$ cat config.mk
export PLATFORM = sky130hd
export DESIGN_NAME = tfam_top
export DESIGN_NICKNAME = d
export VERILOG_FILES = /design/src/core/tfam_pkg.sv /design/src/core/tfam_watch_if.sv /design/src/core/tfam_level_sense.sv /design/src/core/tfam_top.sv
export SDC_FILE = /design/constraint.sdc
export NUM_CORES = 1
export LEC_CHECK = 0
export ABC_CLOCK_PERIOD_IN_PS = 3120
export BUFFER_PORTS_ARGS = -buffer_cell sky130_fd_sc_hd__buf_2
export CAP_MARGIN = 0
export CELL_PAD_IN_SITES_DETAIL_PLACEMENT = 0
export CELL_PAD_IN_SITES_GLOBAL_PLACEMENT = 2
export CORE_MARGIN = 5
export CORE_UTILIZATION = 38
export CTS_CLUSTER_SIZE = 8
export DETAILED_ROUTE_END_ITERATION = 6
export GPL_ROUTABILITY_DRIVEN = 0
export GPL_TIMING_DRIVEN = 0
export PLACE_DENSITY_LB_ADDON = 0.12
export SYNTH_ARGS = -nofsm -noshare
export SYNTH_HDL_FRONTEND = slang
export SYNTH_SLANG_ARGS = --single-unit
$ cat constraint.sdc
create_clock -name i_core_clk -period 3.12 [get_ports i_core_clk]
set_clock_uncertainty 0.15 [all_clocks]
set_input_delay 0.156 -clock i_core_clk [delete_from_list [all_inputs] [get_ports i_core_clk]]
set_output_delay 0.156 -clock i_core_clk [all_outputs]
set_load 0.03 [all_outputs]
$ cat src/core/tfam_pkg.sv
// constants, offsets and types of the thermal flag and analog selector block
package tfam_pkg;

	// clock
	localparam int CLK_PERIOD_NS = 20;

	// register byte addresses
	localparam logic [4:0] REG_EVENT = 5'h00;
	localparam logic [4:0] REG_LIVE = 5'h04;
	localparam logic [4:0] REG_BLOCK = 5'h08;
	localparam logic [4:0] REG_WATCH = 5'h0c;
	localparam logic [4:0] REG_SELECTOR = 5'h10;
	localparam logic [4:0] REG_STATE = 5'h14;

	// field positions
	localparam int N_LEVELS = 6;
	localparam int WATCH_EN_BIT = 0;
	localparam int WATCH_AON_BIT = 1;
	localparam int SEL_CHAN_LSB = 0;
	localparam int SEL_EN_BIT = 5;
	localparam int ST_POWER_BIT = 0;
	localparam int ST_CONT_BIT = 1;
	localparam int ST_SETTLED_BIT = 2;
	localparam int ST_DRIVE_BIT = 3;

	// values after reset
	localparam logic [1:0] WATCH_RST = 2'h1;
	localparam logic [5:0] BLOCK_RST = 6'h00;
	localparam logic [5:0] SELECTOR_RST = 6'h00;

	// times in ns as printed, and derived cycle counts (least times rounded up)
	localparam int HEAT_WINDOW_NS = 450000;
	localparam int HEAT_INTERVAL_NS = 3000000;
	localparam int SELECTOR_SETTLE_NS = 50000;
	localparam int HEAT_DEBOUNCE_NS = 10000;
	localparam int HEAT_WINDOW_CYC = (HEAT_WINDOW_NS + CLK_PERIOD_NS - 1) / CLK_PERIOD_NS;
	localparam int HEAT_INTERVAL_CYC = (HEAT_INTERVAL_NS + CLK_PERIOD_NS - 1) / CLK_PERIOD_NS;
	localparam int SELECTOR_SETTLE_CYC =
		(SELECTOR_SETTLE_NS + CLK_PERIOD_NS - 1) / CLK_PERIOD_NS;
	localparam int HEAT_DEBOUNCE_CYC = (HEAT_DEBOUNCE_NS + CLK_PERIOD_NS - 1) / CLK_PERIOD_NS;

	// analog selector channel codes
	typedef enum logic [4:0] {
		SRC_NONE = 5'h00,
		SRC_SUPPLY_IN = 5'h01,
		SRC_KEEPALIVE_ONE = 5'h02,
		SRC_KEEPALIVE_TWO = 5'h03,
		SRC_BUCK1_FB = 5'h04,
		SRC_BUCK2_FB = 5'h05,
		SRC_BUCK3_FB = 5'h06,
		SRC_BUCK4_FB = 5'h07,
		SRC_BUCK5_FB = 5'h08,
		SRC_LINEAR_REG1 = 5'h0b,
		SRC_LINEAR_REG2 = 5'h0c,
		SRC_DIE_CENTRE = 5'h0f,
		SRC_DIE_BUCK1 = 5'h10,
		SRC_DIE_BUCK2 = 5'h11,
		SRC_DIE_BUCK3 = 5'h12,
		SRC_DIE_BUCK4 = 5'h13,
		SRC_DIE_BUCK5 = 5'h14,
		SRC_DIE_LINEAR = 5'h17
	} tfam_src_t;

	// sampling scheduler states
	typedef enum logic [3:0] {
		HW_OFF = 4'b0001,
		HW_WINDOW = 4'b0010,
		HW_GAP = 4'b0100,
		HW_CONT = 4'b1000
	} tfam_watch_state_t;

endpackage

$ cat src/core/tfam_watch_if.sv
// link between the scheduler and the threshold sensing logic
`timescale 1ns/100ps
`default_nettype none
interface tfam_watch_if;
	logic sense_enable;
	logic sense_active;
	logic [5:0] live_level;
	logic [5:0] level_rise;

	modport ctrl (
		output sense_enable,
		output sense_active,
		input live_level,
		input level_rise
	);
	modport sense (
		input sense_enable,
		input sense_active,
		output live_level,
		output level_rise
	);
endinterface
`default_nettype wire

$ cat src/core/tfam_level_sense.sv
// per-threshold synchroniser, hysteresis and debounce of the comparator pins
`timescale 1ns/100ps
`default_nettype none
module tfam_level_sense (
	// clock and reset
	input wire logic i_core_clk,
	input wire logic i_sys_rst,
	// comparator pins
	input wire logic [5:0] i_heat_rise_cmp,
	input wire logic [5:0] i_heat_fall_cmp,
	// scheduler side
	tfam_watch_if.sense watch
);
	localparam logic [9:0] DB_LAST = 10'(tfam_pkg::HEAT_DEBOUNCE_CYC - 1);

	logic [5:0] rise_meta_reg;
	logic [5:0] rise_sync_reg;
	logic [5:0] fall_meta_reg;
	logic [5:0] fall_sync_reg;

	always_ff @(posedge i_core_clk) begin
		if (i_sys_rst) begin
			rise_meta_reg <= 6'h00;
			rise_sync_reg <= 6'h00;
			fall_meta_reg <= 6'h00;
			fall_sync_reg <= 6'h00;
		end else begin
			rise_meta_reg <= i_heat_rise_cmp;
			rise_sync_reg <= rise_meta_reg;
			fall_meta_reg <= i_heat_fall_cmp;
			fall_sync_reg <= fall_meta_reg;
		end
	end

	genvar g;
	generate
		for (g = 0; g < tfam_pkg::N_LEVELS; g++) begin : g_level
			logic live_reg;
			logic rise_reg;
			logic [9:0] db_reg;
			logic want;

			// set on the threshold, released only below threshold minus hysteresis
			assign want = live_reg ? fall_sync_reg[g] : rise_sync_reg[g];

			always_ff @(posedge i_core_clk) begin
				if (i_sys_rst) begin
					live_reg <= 1'b0;
					rise_reg <= 1'b0;
					db_reg <= 10'h000;
				end else if (!watch.sense_enable) begin
					// monitor off: nothing is sensed
					live_reg <= 1'b0;
					rise_reg <= 1'b0;
					db_reg <= 10'h000;
				end else if (!watch.sense_active || want == live_reg) begin
					// outside a sampling window the last level is held
					rise_reg <= 1'b0;
					db_reg <= 10'h000;
				end else if (db_reg == DB_LAST) begin
					live_reg <= want;
					rise_reg <= want;
					db_reg <= 10'h000;
				end else begin
					rise_reg <= 1'b0;
					db_reg <= db_reg + 10'h001;
				end
			end

			assign watch.live_level[g] = live_reg;
			assign watch.level_rise[g] = rise_reg;
		end
	endgenerate
endmodule
`default_nettype wire

$ cat src/core/tfam_top.sv
// thermal threshold flags, monitor scheduling and analog selector control
//
// Design decisions made here: the placing of the registers and the Avalon-MM register port.
`timescale 1ns/100ps
`default_nettype none
module tfam_top #(
	parameter int unsigned P_WINDOW_CYC = tfam_pkg::HEAT_WINDOW_CYC,
	parameter int unsigned P_INTERVAL_CYC = tfam_pkg::HEAT_INTERVAL_CYC
) (
	// clock and reset
	input wire logic i_core_clk,
	input wire logic i_sys_rst,
	// avalon-mm slave
	input wire logic [4:0] i_avs_address,
	input wire logic i_avs_read,
	input wire logic i_avs_write,
	input wire logic [31:0] i_avs_writedata,
	input wire logic [3:0] i_avs_byteenable,
	output logic [31:0] o_avs_readdata,
	output logic o_avs_waitrequest,
	// power state from the sequencer
	input wire logic i_sys_on,
	input wire logic i_standby,
	// threshold comparator pins
	input wire logic [5:0] i_heat_rise_cmp,
	input wire logic [5:0] i_heat_fall_cmp,
	// thermal monitor power
	output logic o_heat_watch_power,
	// analog selector control
	output logic [4:0] o_analog_selector_route,
	output logic o_analog_selector_drive,
	output logic o_analog_selector_pull_down,
	output logic o_analog_selector_settled,
	// interrupt
	output logic o_irq
);
	localparam logic [17:0] WIN_LAST = 18'(P_WINDOW_CYC - 1);
	localparam logic [17:0] GAP_LAST = 18'(P_INTERVAL_CYC - P_WINDOW_CYC - 1);
	localparam logic [11:0] SETTLE_LAST = 12'(tfam_pkg::SELECTOR_SETTLE_CYC - 1);

	tfam_watch_if watch_link ();

	// bus handshake
	logic ack_reg;
	logic req;
	logic wr_take;
	logic [31:0] rd_next;
	logic [31:0] rd_reg;

	// software registers
	logic [5:0] heat_event_flag_reg;
	logic [5:0] heat_event_flag_next;
	logic [5:0] heat_irq_block_reg;
	logic heat_watch_enable_reg;
	logic heat_watch_always_on_reg;
	logic analog_selector_enable_reg;
	logic [4:0] analog_selector_channel_reg;

	// scheduler
	tfam_pkg::tfam_watch_state_t watch_state_reg;
	tfam_pkg::tfam_watch_state_t watch_state_next;
	logic [17:0] watch_cnt_reg;
	logic [17:0] watch_cnt_next;
	logic cont_mode;
	logic power_reg;

	// selector
	logic [4:0] route_next;
	logic route_known;
	logic [4:0] route_reg;
	logic drive_reg;
	logic pull_down_reg;
	logic sys_on_prev_reg;
	logic settle_restart;
	logic [11:0] settle_cnt_reg;
	logic settled_reg;
	logic irq_reg;

	// avalon: one wait cycle then answer, writes take effect at that edge
	assign req = i_avs_read | i_avs_write;
	assign o_avs_waitrequest = req & ~ack_reg;
	assign wr_take = i_avs_write & ack_reg & i_avs_byteenable[0];
	assign o_avs_readdata = rd_reg;

	always_ff @(posedge i_core_clk) begin
		if (i_sys_rst) begin
			ack_reg <= 1'b0;
		end else begin
			ack_reg <= req & ~ack_reg;
		end
	end

	always_comb begin
		rd_next = 32'h0000_0000;
		case (i_avs_address)
			tfam_pkg::REG_EVENT: begin
				rd_next[5:0] = heat_event_flag_reg;
			end
			tfam_pkg::REG_LIVE: begin
				rd_next[5:0] = watch_link.live_level;
			end
			tfam_pkg::REG_BLOCK: begin
				rd_next[5:0] = heat_irq_block_reg;
			end
			tfam_pkg::REG_WATCH: begin
				rd_next[tfam_pkg::WATCH_EN_BIT] = heat_watch_enable_reg;
				rd_next[tfam_pkg::WATCH_AON_BIT] = heat_watch_always_on_reg;
			end
			tfam_pkg::REG_SELECTOR: begin
				rd_next[tfam_pkg::SEL_CHAN_LSB +: 5] = analog_selector_channel_reg;
				rd_next[tfam_pkg::SEL_EN_BIT] = analog_selector_enable_reg;
			end
			tfam_pkg::REG_STATE: begin
				rd_next[tfam_pkg::ST_POWER_BIT] = power_reg;
				rd_next[tfam_pkg::ST_CONT_BIT] = cont_mode;
				rd_next[tfam_pkg::ST_SETTLED_BIT] = settled_reg;
				rd_next[tfam_pkg::ST_DRIVE_BIT] = drive_reg;
			end
			default: begin
				// unmapped reads answer zero
				rd_next = 32'h0000_0000;
			end
		endcase
	end

	always_ff @(posedge i_core_clk) begin
		if (i_sys_rst) begin
			rd_reg <= 32'h0000_0000;
		end else if (req & ~ack_reg) begin
			rd_reg <= rd_next;
		end
	end

	// control registers
	always_ff @(posedge i_core_clk) begin
		if (i_sys_rst) begin
			heat_irq_block_reg <= tfam_pkg::BLOCK_RST;
			heat_watch_enable_reg <= tfam_pkg::WATCH_RST[tfam_pkg::WATCH_EN_BIT];
			heat_watch_always_on_reg <= tfam_pkg::WATCH_RST[tfam_pkg::WATCH_AON_BIT];
			analog_selector_enable_reg <= tfam_pkg::SELECTOR_RST[tfam_pkg::SEL_EN_BIT];
			analog_selector_channel_reg <= tfam_pkg::SELECTOR_RST[4:0];
		end else if (wr_take) begin
			case (i_avs_address)
				tfam_pkg::REG_BLOCK: begin
					heat_irq_block_reg <= i_avs_writedata[5:0];
				end
				tfam_pkg::REG_WATCH: begin
					heat_watch_enable_reg <= i_avs_writedata[tfam_pkg::WATCH_EN_BIT];
					heat_watch_always_on_reg <= i_avs_writedata[tfam_pkg::WATCH_AON_BIT];
				end
				tfam_pkg::REG_SELECTOR: begin
					analog_selector_enable_reg <= i_avs_writedata[tfam_pkg::SEL_EN_BIT];
					analog_selector_channel_reg <=
						i_avs_writedata[tfam_pkg::SEL_CHAN_LSB +: 5];
				end
				default: begin
					// other addresses hold no writable control
					heat_irq_block_reg <= heat_irq_block_reg;
				end
			endcase
		end
	end

	// event flags: write one to clear, a new crossing wins over the clear
	always_comb begin
		heat_event_flag_next = heat_event_flag_reg;
		if (wr_take && i_avs_address == tfam_pkg::REG_EVENT) begin
			heat_event_flag_next = heat_event_flag_next & ~i_avs_writedata[5:0];
		end
		heat_event_flag_next = heat_event_flag_next | watch_link.level_rise;
	end

	always_ff @(posedge i_core_clk) begin
		if (i_sys_rst) begin
			heat_event_flag_reg <= 6'h00;
		end else begin
			heat_event_flag_reg <= heat_event_flag_next;
		end
	end

	// mask gates only the request, flags and live levels carry on
	always_ff @(posedge i_core_clk) begin
		if (i_sys_rst) begin
			irq_reg <= 1'b0;
		end else begin
			irq_reg <= |(heat_event_flag_reg & ~heat_irq_block_reg);
		end
	end
	assign o_irq = irq_reg;

	// monitor scheduler; standby never runs continuously
	assign cont_mode = heat_watch_always_on_reg & ~i_standby;

	always_comb begin
		watch_state_next = watch_state_reg;
		watch_cnt_next = watch_cnt_reg + 18'h00001;
		case (watch_state_reg)
			tfam_pkg::HW_OFF: begin
				watch_cnt_next = 18'h00000;
				if (heat_watch_enable_reg) begin
					watch_state_next = cont_mode ? tfam_pkg::HW_CONT : tfam_pkg::HW_WINDOW;
				end
			end
			tfam_pkg::HW_CONT: begin
				watch_cnt_next = 18'h00000;
				if (!cont_mode) begin
					watch_state_next = tfam_pkg::HW_WINDOW;
				end
			end
			tfam_pkg::HW_WINDOW: begin
				if (cont_mode) begin
					watch_state_next = tfam_pkg::HW_CONT;
					watch_cnt_next = 18'h00000;
				end else if (watch_cnt_reg == WIN_LAST) begin
					watch_state_next = tfam_pkg::HW_GAP;
					watch_cnt_next = 18'h00000;
				end
			end
			tfam_pkg::HW_GAP: begin
				if (cont_mode) begin
					watch_state_next = tfam_pkg::HW_CONT;
					watch_cnt_next = 18'h00000;
				end else if (watch_cnt_reg == GAP_LAST) begin
					watch_state_next = tfam_pkg::HW_WINDOW;
					watch_cnt_next = 18'h00000;
				end
			end
			default: begin
				watch_state_next = tfam_pkg::HW_OFF;
				watch_cnt_next = 18'h00000;
			end
		endcase
		if (!heat_watch_enable_reg) begin
			watch_state_next = tfam_pkg::HW_OFF;
			watch_cnt_next = 18'h00000;
		end
	end

	always_ff @(posedge i_core_clk) begin
		if (i_sys_rst) begin
			watch_state_reg <= tfam_pkg::HW_OFF;
			watch_cnt_reg <= 18'h00000;
			power_reg <= 1'b0;
		end else begin
			watch_state_reg <= watch_state_next;
			watch_cnt_reg <= watch_cnt_next;
			power_reg <= (watch_state_next == tfam_pkg::HW_CONT) ||
				(watch_state_next == tfam_pkg::HW_WINDOW);
		end
	end

	assign o_heat_watch_power = power_reg;
	assign watch_link.sense_enable = heat_watch_enable_reg;
	assign watch_link.sense_active = power_reg;

	tfam_level_sense u_level_sense (
		.i_core_clk(i_core_clk),
		.i_sys_rst(i_sys_rst),
		.i_heat_rise_cmp(i_heat_rise_cmp),
		.i_heat_fall_cmp(i_heat_fall_cmp),
		.watch(watch_link.sense)
	);

	// channel decode, unknown codes route nothing
	always_comb begin
		route_next = 5'h00;
		route_known = 1'b1;
		case (analog_selector_channel_reg)
			tfam_pkg::SRC_SUPPLY_IN,
			tfam_pkg::SRC_KEEPALIVE_ONE,
			tfam_pkg::SRC_KEEPALIVE_TWO: begin
				route_next = analog_selector_channel_reg;
			end
			tfam_pkg::SRC_BUCK1_FB,
			tfam_pkg::SRC_BUCK2_FB,
			tfam_pkg::SRC_BUCK3_FB,
			tfam_pkg::SRC_BUCK4_FB,
			tfam_pkg::SRC_BUCK5_FB: begin
				route_next = analog_selector_channel_reg;
			end
			tfam_pkg::SRC_LINEAR_REG1,
			tfam_pkg::SRC_LINEAR_REG2: begin
				route_next = analog_selector_channel_reg;
			end
			tfam_pkg::SRC_DIE_CENTRE,
			tfam_pkg::SRC_DIE_BUCK1,
			tfam_pkg::SRC_DIE_BUCK2,
			tfam_pkg::SRC_DIE_BUCK3,
			tfam_pkg::SRC_DIE_BUCK4,
			tfam_pkg::SRC_DIE_BUCK5,
			tfam_pkg::SRC_DIE_LINEAR: begin
				route_next = analog_selector_channel_reg;
			end
			tfam_pkg::SRC_NONE: begin
				route_known = 1'b0;
			end
			default: begin
				route_known = 1'b0;
			end
		endcase
		if (!analog_selector_enable_reg || !i_sys_on) begin
			route_next = 5'h00;
			route_known = 1'b0;
		end
	end

	always_ff @(posedge i_core_clk) begin
		if (i_sys_rst) begin
			route_reg <= 5'h00;
			drive_reg <= 1'b0;
			pull_down_reg <= 1'b1;
		end else begin
			route_reg <= route_next;
			drive_reg <= route_known;
			// disabled pulls low; enabled but idle floats
			pull_down_reg <= ~analog_selector_enable_reg;
		end
	end

	assign o_analog_selector_route = route_reg;
	assign o_analog_selector_drive = drive_reg;
	assign o_analog_selector_pull_down = pull_down_reg;

	// settle timer: reader should wait for settled after any change
	assign settle_restart = ~drive_reg | (route_reg != route_next) | (i_sys_on & ~sys_on_prev_reg);

	always_ff @(posedge i_core_clk) begin
		if (i_sys_rst) begin
			sys_on_prev_reg <= 1'b0;
			settle_cnt_reg <= 12'h000;
			settled_reg <= 1'b0;
		end else begin
			sys_on_prev_reg <= i_sys_on;
			if (settle_restart) begin
				settle_cnt_reg <= 12'h000;
				settled_reg <= 1'b0;
			end else if (settle_cnt_reg == SETTLE_LAST) begin
				settled_reg <= 1'b1;
			end else begin
				settle_cnt_reg <= settle_cnt_reg + 12'h001;
			end
		end
	end

	assign o_analog_selector_settled = settled_reg;

endmodule
`default_nettype wire

Yosys cells after proc, flatten, opt, wreduce, memory -nomap -nowiden

Cells that the tools add are included.

Flip-flop bits (word level): 168
Output and inout port bits: 43

Add/subtract/negate cells: 8
Eq/ne operators: 44
Mux-type cells: 26
Bitwise gates (word level): 31
Reductions and logical operators: 39

Operators by type and width:

| operator                | count |
|---|---|
| $mux W18                | 4 |
| $add A10 B1 Y10 const B | 6 |
| $eq A10 B9 Y1 const B   | 6 |
| $reduce_or A4 Y1        | 12 |
| $eq A5 B5 Y1 const B    | 8 |
| $pmux W18 S2            | 1 |
| $eq A5 B4 Y1 const B    | 6 |
| $mux W4                 | 7 |
| $eq A5 B3 Y1 const B    | 5 |
| $add A18 B1 Y18 const B | 1 |
| $eq A18 B15 Y1 const B  | 1 |
| $eq A18 B17 Y1 const B  | 1 |
| $not A1 Y1              | 18 |
| $reduce_and A2 Y1       | 9 |
| $reduce_or A17 Y1       | 1 |
| $pmux W4 S4             | 1 |
| $add A12 B1 Y12 const B | 1 |
| $and A6 B6 Y6           | 2 |
| $eq A12 B12 Y1 const B  | 1 |
| $not A6 Y6              | 2 |
| $pmux W2 S6             | 1 |
| $eq A5 B2 Y1 const B    | 2 |
| $mux W5                 | 2 |
| $pmux W2 S5             | 1 |
| other kinds (19)        | 49 |

Longest topological paths before layout

Gate-level depths: netlist of run 1.

Depth after elaboration: 8
Mapped depth: 7
Depth with buffers taken out: 6

Modules after synthesis

From an unflattened synthesis of run 1, not the netlist that was laid out.

Cells, all modules: 823
Area, all modules: 7714.9 um^2

By module, submodules not included:

| module           | times used | cells an instance | area each (um^2) | sequential area each (um^2) |
|---|---|---|---|---|
| tfam_level_sense | 1          | 403               | 3988.8           | 1921.8 |
| tfam_top         | 1          | 420               | 3726.1           | 1441.4 |

Least setup slack after synthesis of run 1

Ideal clock, no wire load.

Path kind: register -> register
From: reg watch_cnt_reg[0]
To: reg watch_cnt_reg[11]
Arrival time: 1561 ps
Required time: 2855 ps
Setup slack: 1294 ps
Cell stages (with the launch flop): 8
Path buffers: 1
Clock period less this slack: 1826 ps
Cells stage by stage: dfxtp_1 ha_1 nand2b_1 nor4_4 a31oi_2 o211ai_4 buf_6 nor2_1

Longest elaborated chain between the ends: 4
Elaborated cells on any way between the ends: 8

Ends and longest elaborated chain:

| what                                          | RTL line                         | source |
|---|---|---|
| from (decl)                                   | tfam_top.sv:62                   | `logic [17:0] watch_cnt_reg;` |
| from (signal assigned)                        | tfam_top.sv:246                  | `watch_cnt_reg <= watch_cnt_next;` |
| $add A18 B1 Y18, or another cell as far along | tfam_top.sv:196                  | `watch_cnt_next = watch_cnt_reg + 18'h00001;` |
| $mux W18, on equally long branches            | tfam_top.sv:223, tfam_top.sv:214 |  |
| $mux W18, on equally long branches            | tfam_top.sv:220, tfam_top.sv:211 |  |
| $pmux W18 S2 *                                | tfam_top.sv:197                  | `case (watch_state_reg)` |

Every way passes the cells marked *; elsewhere a longest branch is shown, timed or not.
A chain may end at the register's enable or synchronous reset.

Final worst setup path of run 1

From: reg watch_cnt_reg[0]
To: reg watch_cnt_reg[13]

The elaborated chain is that of the path after synthesis.

==> flow_metrics.env, run 1 <==
export IMPL_dp_cells=1099
export IMPL_grt_use_total_pct=14.6
export IMPL_syn_to_final_growth_pct=19.2
export IMPL_core_area_mm2=0.0188
export IMPL_worst_pin_slew_ns=0.691
export IMPL_leakagePower_nw=3.20
export IMPL_critPathTopFamily="compound AO/OA/AOI/OAI gates"
export IMPL_cp_num_cells=7
export IMPL_portBuffers=46
export IMPL_routedWlPerCell_um=13.7
export IMPL_finalNonFillerCells=1151
export IMPL_finish_utilization_pct=46.2
export IMPL_min_path_type="input port to flip-flop"
export IMPL_dieArea_mm2=0.0220
export IMPL_ir_worst_vdd_mv=0.447
export IMPL_fin_crit_sh_pct=67.6
export IMPL_clk_pin_slew_ns=0.06
export IMPL_max_clock_freq_ghz=0.474
export IMPL_tritoncts="done"
export IMPL_grt_pass1_vias=5340
export IMPL_dr_pass1_iters=7
export IMPL_grt_max_degree=17
export IMPL_antenna_found_initial=0
export IMPL_cts_sinks=168
export IMPL_cts_root_buf="clkbuf_16"
export IMPL_grt_pass1_wl_um=26200
export IMPL_setup_viol=0
export IMPL_power_per_cell_area_mw_per_mm2=515
export IMPL_fp_dieW_um=148
export IMPL_async_flop_share_pct=0
export IMPL_critPathBufInv=1
export IMPL_critical_path_max_stage_delay_ns=0.40
export IMPL_synthTopCellsByArea="dfxtp_1 (46%), nor2_1 (6.2%), xor2_1 (4.8%), xnor2_1 (3.7%), buf_4 (3.1%)"
export IMPL_layout_drive_gt1_share_pct=15.5
export IMPL_cts_inserted_buffers=17
export IMPL_critPathKind="flip-flop to flip-flop"
export IMPL_die_h_um=148
export IMPL_final_cell_mix="dfxtp_1 (168), nor2_1 (120), buf_2 (54)"
export IMPL_synthCells=794
export IMPL_clock_latency_ns=0.43
export IMPL_io_pins=102
export IMPL_fin_crit_ns=2.11
export IMPL_worstPathMaxFanout=10
export IMPL_slew_headroom_pct=53.5
export IMPL_synth_top_area_share_pct=46.2
export IMPL_diodes=0
export IMPL_rsz0062_at_grt="false"
export IMPL_largest_register_ffs=60
export IMPL_ys_types=61
export IMPL_place_ws_ns=1.00
export IMPL_ys_flop_type="dfxtp_1"
export IMPL_final_common_cell="dfxtp_1"
export IMPL_crit_slowest_cell="o211ai_4"
export IMPL_cts_htree_levels=4
export IMPL_totalNegativeSetupSlack_ns=0
export IMPL_grt_overflow=0
export IMPL_wl_um=15800
export IMPL_critPathArrivalTime_ns=2.27
export IMPL_maxCapViolCount=0
export IMPL_worstHoldPathCells=5
export IMPL_start_util_pct=38.8
export IMPL_vias_per_cell=4.87
export IMPL_clockBufferDepth=2
export IMPL_reg2reg_depth=7
export IMPL_yosysSeqAreaShare_pct=46.2
export IMPL_hold_viol=0
export IMPL_synth_edf_count=0
export IMPL_num_vias=5609
export IMPL_slew_violations=0
export IMPL_nets=972
export IMPL_yosys_area_top_type="dfxtp_1"
export IMPL_path_cells="ha_1, nand2b_1, nor4_4, a31oi_2, o211ai_4, buf_6, nor2_1"
export IMPL_critPathRequiredTime_ns=3.28
export IMPL_cp_end_kind="flip-flop"
export IMPL_status="completed"
export IMPL_drt_iter0_drc=263
export IMPL_setup_slack_ns=1.01
export IMPL_syn_area_mm2=0.00728
export IMPL_yosys_warnings=0
export IMPL_crit_path_start_kind="flip-flop"
export IMPL_drc=0
export IMPL_drt_antenna_violating_nets=0
export IMPL_syn_avg_cell_area_um2=9.16
export IMPL_ys_ff_latch=168
export IMPL_dp_hpwl_um=11700
export IMPL_fp_row_count=50
-- final timing paths --
| path | start | end | slack [ns] |
|---|---|---|---|
| max | watch_cnt_reg[0]$_SDFF_PP0_ | watch_cnt_reg[13]$_SDFF_PP0_ | 1.01 |
| min | i_avs_address[1] | o_avs_readdata[0]$_SDFFE_PP0P_ | 0.1 |
| max reg2reg | watch_cnt_reg[0]$_SDFF_PP0_ | watch_cnt_reg[13]$_SDFF_PP0_ | 1.01 |
| min reg2reg | u_level_sense.rise_meta_reg[4]$_SDFF_PP0_ | u_level_sense.rise_sync_reg[4]$_SDFF_PP0_ | 0.29 |
-- tightest hold or removal path: cells and delay by family --
kind / cells / cell delay [ns]
simple gates: 2 / 0.16
buf+inv: 1 / 0.10
compound gates: 2 / 0.20
-- metrics by stage --
step,area (µm²),power (mW),hold WS (ns)
4_1_cts,8670,4.53,0.0710
6_report,8670,4.46,0.0981
3_3_place_gp,7890,2.48,0.217
5_1_grt,8670,4.65,0.0968
2_1_floorplan,7370,2.41,0.101
3_5_place_dp,7890,2.49,0.220
-- power by group --
part	internal [mW]	switching, mW
Combinational	0.102	0.161
Clock	1.16	0.840
Sequential	2.17	0.0212
Total	3.44	1.02
-- final cells by class --
cell class,instances,area (µm²)
plain buffers,52,340
repair buffers,67,440
clock inverters,9,92.6
fillers,1803,10100
multi-input cells,575,3580
flip-flops and latches,168,3360
well taps,234,293
inverters,24,90.1
clock buffers,22,474
-- logic make-up (layout without fill, tap and decap cells) --
kind of cell	Yosys count	after routing	share of synthesized area [%]
and+or+nand+nor	367	367	26.7
DFF	168	168	46.2
AOI/OAI and AO/OA	82	82	8.03
buffers and inverters	76	174	5.91
xor gates and xnor gates	72	72	8.92
muxes	20	20	2.77
adders and majority gates	8	8	1.38
other	1	26	0.0515
-- repair_timing --
item	in CTS	in global routing
gates resized for setup	0	0
buffers inserted	0	0
endpoints found under the hold margin	37	0
hold buffers	21	0
-- cells in the mapped netlist (13+ instances only) --
library cell  instances
buf_4                30
nor2_1              120
nand2_1              49
xnor2_1              31
dfxtp_1             168
nand3_1              33
inv_1                24
o21ai_0              14
mux2i_1              19
nand4_1              19
and3_1               16
xor2_1               40
nor2b_1              32
nor3_1               20
a21oi_1              21
nand2b_1             13
or3_1                15
-- layer usage --
layer	global-route usage, %	routed length [µm]	part of all wire [%]
met1	19.4	7670	49
met2	23.6	7330	46
met3	3.90	628	4.0
met4	4.06	157	0.99
met5	0	0	0
Note: power is estimated with default switching activity, not from simulation.
==> run 2, diff against run 1 <==
Settings changed: ABC_CLOCK_PERIOD_IN_PS 3120 to 1800, CORE_UTILIZATION 38 to 32.
Clock period 3.12 ns to 1.8 ns, I/O delays scaled along.
==> flow_metrics.env, run 2 (synthesis gave the netlist of run 1 again) <==
export IMPL_cts_htree_levels=4
export IMPL_power_per_cell_area_mw_per_mm2=836
export IMPL_crit_path_start_kind="flip-flop"
export IMPL_cp_end_kind="flip-flop"
export IMPL_totalNegativeSetupSlack_ns=-0.934
export IMPL_clockBufferDepth=2
export IMPL_nets=986
export IMPL_fin_crit_sh_pct=105
export IMPL_fp_dieW_um=161
export IMPL_setup_viol=13
export IMPL_drt_antenna_violating_nets=0
export IMPL_crit_slowest_cell="dfxtp_2"
export IMPL_wl_um=16900
export IMPL_maxCapViolCount=0
export IMPL_final_cell_mix="dfxtp_1 (150), nor2_1 (119), buf_2 (50)"
export IMPL_slew_headroom_pct=56.1
export IMPL_violations="setup timing"
export IMPL_cts_root_buf="clkbuf_16"
export IMPL_num_vias=5690
export IMPL_dp_hpwl_um=12400
export IMPL_grt_overflow=0
export IMPL_min_path_type="input port to flip-flop"
export IMPL_tritoncts="done"
export IMPL_critical_path_max_stage_delay_ns=0.31
export IMPL_layout_drive_gt1_share_pct=21.6
export IMPL_worstPathMaxFanout=7
export IMPL_grt_use_total_pct=13.2
export IMPL_clk_pin_slew_ns=0.07
export IMPL_start_util_pct=32.3
export IMPL_ir_worst_vdd_mv=0.461
export IMPL_path_cells="buf_6, xor2_4, and3_4, a311oi_4, nand4_4, clkbuf_16, nor3_4"
export IMPL_grt_pass1_vias=5577
export IMPL_fp_row_count=55
export IMPL_status="finished, violations left"
export IMPL_leakagePower_nw=3.34
export IMPL_seqCellArea_mm2=0.00339
export IMPL_critPathRequiredTime_ns=2.00
export IMPL_diodes=0
export IMPL_dieArea_mm2=0.0259
export IMPL_largest_register_ffs=60
export IMPL_critPathKind="flip-flop to flip-flop"
export IMPL_vias_per_cell=4.68
export IMPL_finish_utilization_pct=40.8
export IMPL_critPathTopFamily="simple AND/OR/NAND/NOR gates"
export IMPL_drt_iter0_drc=252
export IMPL_max_clock_freq_ghz=0.529
export IMPL_cts_inserted_buffers=17
export IMPL_antenna_found_initial=0
export IMPL_io_pins=102
export IMPL_drc=0
export IMPL_critPathArrivalTime_ns=2.10
export IMPL_dr_pass1_iters=5
export IMPL_fin_crit_ns=1.89
export IMPL_final_common_cell="dfxtp_1"
export IMPL_multiInputGateArea_mm2=0.00385
export IMPL_placed_cell_area_mm2=0.00798
export IMPL_hold_viol=0
export IMPL_rsz0062_at_grt="true"
export IMPL_design_area_mm2=0.00918
export IMPL_portBuffers=46
export IMPL_whs_ns=0.0199
export IMPL_syn_to_final_growth_pct=26.2
export IMPL_slew_violations=0
export IMPL_cts_sinks=168
export IMPL_worst_pin_slew_ns=0.658
export IMPL_core_area_mm2=0.0225
export IMPL_routedWlPerCell_um=13.9
export IMPL_clock_latency_ns=0.42
export IMPL_num_fill_cells=2260
export IMPL_setup_slack_ns=-0.0907
export IMPL_critPathBufInv=2
export IMPL_grt_max_degree=17
export IMPL_grt_pass1_wl_um=27900
export IMPL_die_h_um=161
==> run 2: metrics by stage <==
step / total power [mW] / cells / setup WS [ns]
final: 7.68 / 1217 / -0.0907
after global routing: 7.99 / 1217 / -0.189
after CTS: 7.81 / 1212 / -0.0882
after detailed placement: 4.32 / 1150 / -0.301
after global placement: 4.32 / 1150 / -0.306
after floorplan: 4.18 / 819 / 0.0215
==> run 2: tightest hold or removal path, cell delays in order <==
cell and delay (ns):
buf_2 0.10, o21ba_2 0.23, a311oi_1 0.10
==> run 2: layout make-up <==
class	count	area share (%)
multi-input combinational	575	41.9
tap	285	3.88
inverter	24	0.981
buffer	50	4.01
sequential	168	37.0
clock inverter	11	1.10
clock buffer	21	4.80
timing repair buffer	83	6.36
==> run 2: repair_timing <==
action	CTS	global route
gates resized for setup	36	43
buffers inserted	9	5
gates cloned	1	0
hold buffers	21	1
pin swaps	4	18
endpoints found under the setup margin	96	94
endpoints found under the hold margin	38	2
==> run 2: worst paths after layout <==
check / to / depth (start not counted) / slack, ns / start
max: settle_cnt_reg[6]$_SDFFE_PP0P_ / 7 / -0.09 / analog_selector_channel_reg[1]$_SDFFE_PP0P_
min: o_avs_readdata[2]$_SDFFE_PP0P_ / 3 / 0.02 / i_avs_write
max reg2reg: settle_cnt_reg[6]$_SDFFE_PP0P_ / 7 / -0.09 / analog_selector_channel_reg[1]$_SDFFE_PP0P_
min reg2reg: u_level_sense.rise_sync_reg[5]$_SDFF_PP0_ / 1 / 0.29 / u_level_sense.rise_meta_reg[5]$_SDFF_PP0_
==> run 2: metal layers <==
layer | vias up | track usage [%] | routed length, µm
met1 | 2644 | 17.7 | 8340
met2 | 105 | 20.9 | 7710
met4 | 0 | 4.30 | 192
met5 | - | 0 | 0
met3 | 14 | 3.08 | 684
li1 | 2927 | - | -
==> run 2: power breakdown <==
group          switching, mW  internal, mW
clock network           1.47          1.91
logic                  0.295         0.201
registers             0.0410          3.77
==> run 3, diff against run 2 <==
Settings changed: ABC_CLOCK_PERIOD_IN_PS 1800 to 1700.
Clock period 1.8 ns to 1.7 ns, I/O delays scaled along.
==> flow_metrics.env, run 3 (synthesis gave the netlist of run 1 again) <==
export IMPL_max_clock_freq_ghz=0.539
export IMPL_p_total_mw=8.60
export IMPL_finalNonFillerCells=1239
export IMPL_core_area_mm2=0.0225
export IMPL_seqPwrFrac_pct=46.8
export IMPL_p_int_mw=6.59
export IMPL_clock_latency_ns=0.43
export IMPL_final_cell_mix="dfxtp_1 (145), nor2_1 (109), buf_4 (52)"
export IMPL_power_switching_mw=2.01
export IMPL_slew_headroom_pct=57.6
export IMPL_worst_pin_slew_ns=0.637
export IMPL_drt_iter0_drc=213
export IMPL_status="finished, violations left"
export IMPL_grt_pass1_wl_um=28500
export IMPL_maxCapViolCount=0
export IMPL_antenna_found_initial=0
export IMPL_num_vias=5814
export IMPL_cts_inserted_buffers=17
export IMPL_io_pins=102
export IMPL_dp_hpwl_um=12300
export IMPL_fp_row_count=55
export IMPL_critPathRequiredTime_ns=1.86
export IMPL_tritoncts="done"
export IMPL_final_common_cell="dfxtp_1"
export IMPL_critPathArrivalTime_ns=2.01
export IMPL_r2r_slack_ns=-0.15
export IMPL_drc=0
export IMPL_ir_worst_vdd_mv=0.546
export IMPL_clk_pin_slew_ns=0.06
export IMPL_grt_pass1_vias=5680
export IMPL_layout_drive_gt1_share_pct=27.4
export IMPL_worstPathMaxFanout=7
export IMPL_critPathKind="flip-flop to flip-flop"
export IMPL_die_h_um=161
export IMPL_wl_um=17600
export IMPL_dieArea_mm2=0.0259
export IMPL_routedWlPerCell_um=14.2
export IMPL_dr_pass1_iters=5
export IMPL_setup_viol=33
export IMPL_totalNegativeSetupSlack_ns=-3.35
export IMPL_min_path_type="input port to flip-flop"
export IMPL_placed_cell_area_mm2=0.00803
export IMPL_finish_utilization_pct=42.8
export IMPL_cp_end_kind="flip-flop"
export IMPL_largest_register_ffs=60
export IMPL_whs_ns=0.0235
export IMPL_drt_antenna_violating_nets=0
export IMPL_dp_cells=1150
export IMPL_design_area_mm2=0.00963
export IMPL_clockBufferDepth=2
export IMPL_slew_violations=0
export IMPL_leakagePower_nw=3.51
export IMPL_diodes=0
export IMPL_fin_crit_sh_pct=109
export IMPL_fin_crit_ns=1.85
export IMPL_nets=1008
export IMPL_cts_root_buf="clkbuf_16"
export IMPL_power_frac_comb_pct=6.6
export IMPL_fp_dieW_um=161
export IMPL_place_ws_ns=-0.357
export IMPL_vias_per_cell=4.69
export IMPL_crit_path_start_kind="flip-flop"
export IMPL_portBuffers=46
export IMPL_grt_max_degree=17
export IMPL_grt_use_total_pct=13.4
export IMPL_cts_sinks=168
export IMPL_setup_slack_ns=-0.155
export IMPL_hold_viol=0
export IMPL_violations="setup timing"
export IMPL_syn_to_final_growth_pct=32.3
export IMPL_start_util_pct=32.3
export IMPL_grt_overflow=0
export IMPL_pwr_share_clk_pct=46.6
export IMPL_p_sw_share_pct=23.4
export IMPL_power_per_cell_area_mw_per_mm2=893
export IMPL_cts_htree_levels=4
export IMPL_rsz0062_at_grt="true"
## run 3: area by class of cell
cell class / count / area, µm²
Sequential cell: 168 / 3410
Clock buffer: 19 / 443
Inverter: 24 / 90.1
Clock inverter: 13 / 170
Multi-Input combinational cell: 575 / 3960
Fill cell: 2225 / 12900
Tap cell: 285 / 357
Timing Repair Buffer: 105 / 815
Buffer: 50 / 392
## run 3: worst max-delay path: stages, from the launching register on
cell     delay (ns)
dfxtp_2        0.32
buf_6          0.12
xor2_4         0.29
o22ai_4        0.13
nand2_2        0.13
mux2i_4        0.27
buf_12         0.15
buf_8          0.13
nor3_4         0.04
## run 3: path summary, 6_finish.rpt
path                                                                   from  cells past startpoint                                         to
worst max register to register  analog_selector_channel_reg[0]$_SDFFE_PP0P_                      8             settle_cnt_reg[4]$_SDFFE_PP0P_
worst max-delay path            analog_selector_channel_reg[0]$_SDFFE_PP0P_                      8             settle_cnt_reg[4]$_SDFFE_PP0P_
worst min-delay path                                       i_avs_address[0]                      5             o_avs_readdata[1]$_SDFFE_PP0P_
worst min register to register    u_level_sense.rise_meta_reg[4]$_SDFF_PP0_                      1  u_level_sense.rise_sync_reg[4]$_SDFF_PP0_
## run 3: power groups by stage
stage	clock network, mW	registers [mW]	logic [mW]
floorplan	0	4.12	0.304
finish	4.01	4.03	0.564
detailed placement	0	4.12	0.458
global placement	0	4.12	0.453
global route	4.29	4.03	0.611
CTS	4.13	4.03	0.555
## run 3: per-layer routing
layer	global-route usage [%]	routed length (µm)	vias to the layer above
li1	-	-	2976
met1	18.0	8530	2729
met2	21.9	8280	98
met3	2.98	564	11
met4	3.76	180	0
met5	0	0	-
## run 3: what timing repair did
action                                 in CTS  in global routing
pin swaps                                  20                  9
endpoints found under the hold margin      40                  0
setup buffers                              25                  8
cloned                                      3                  0
setup endpoints to repair                 106                109
hold buffers                               23                  0
resized for setup                          80                 48
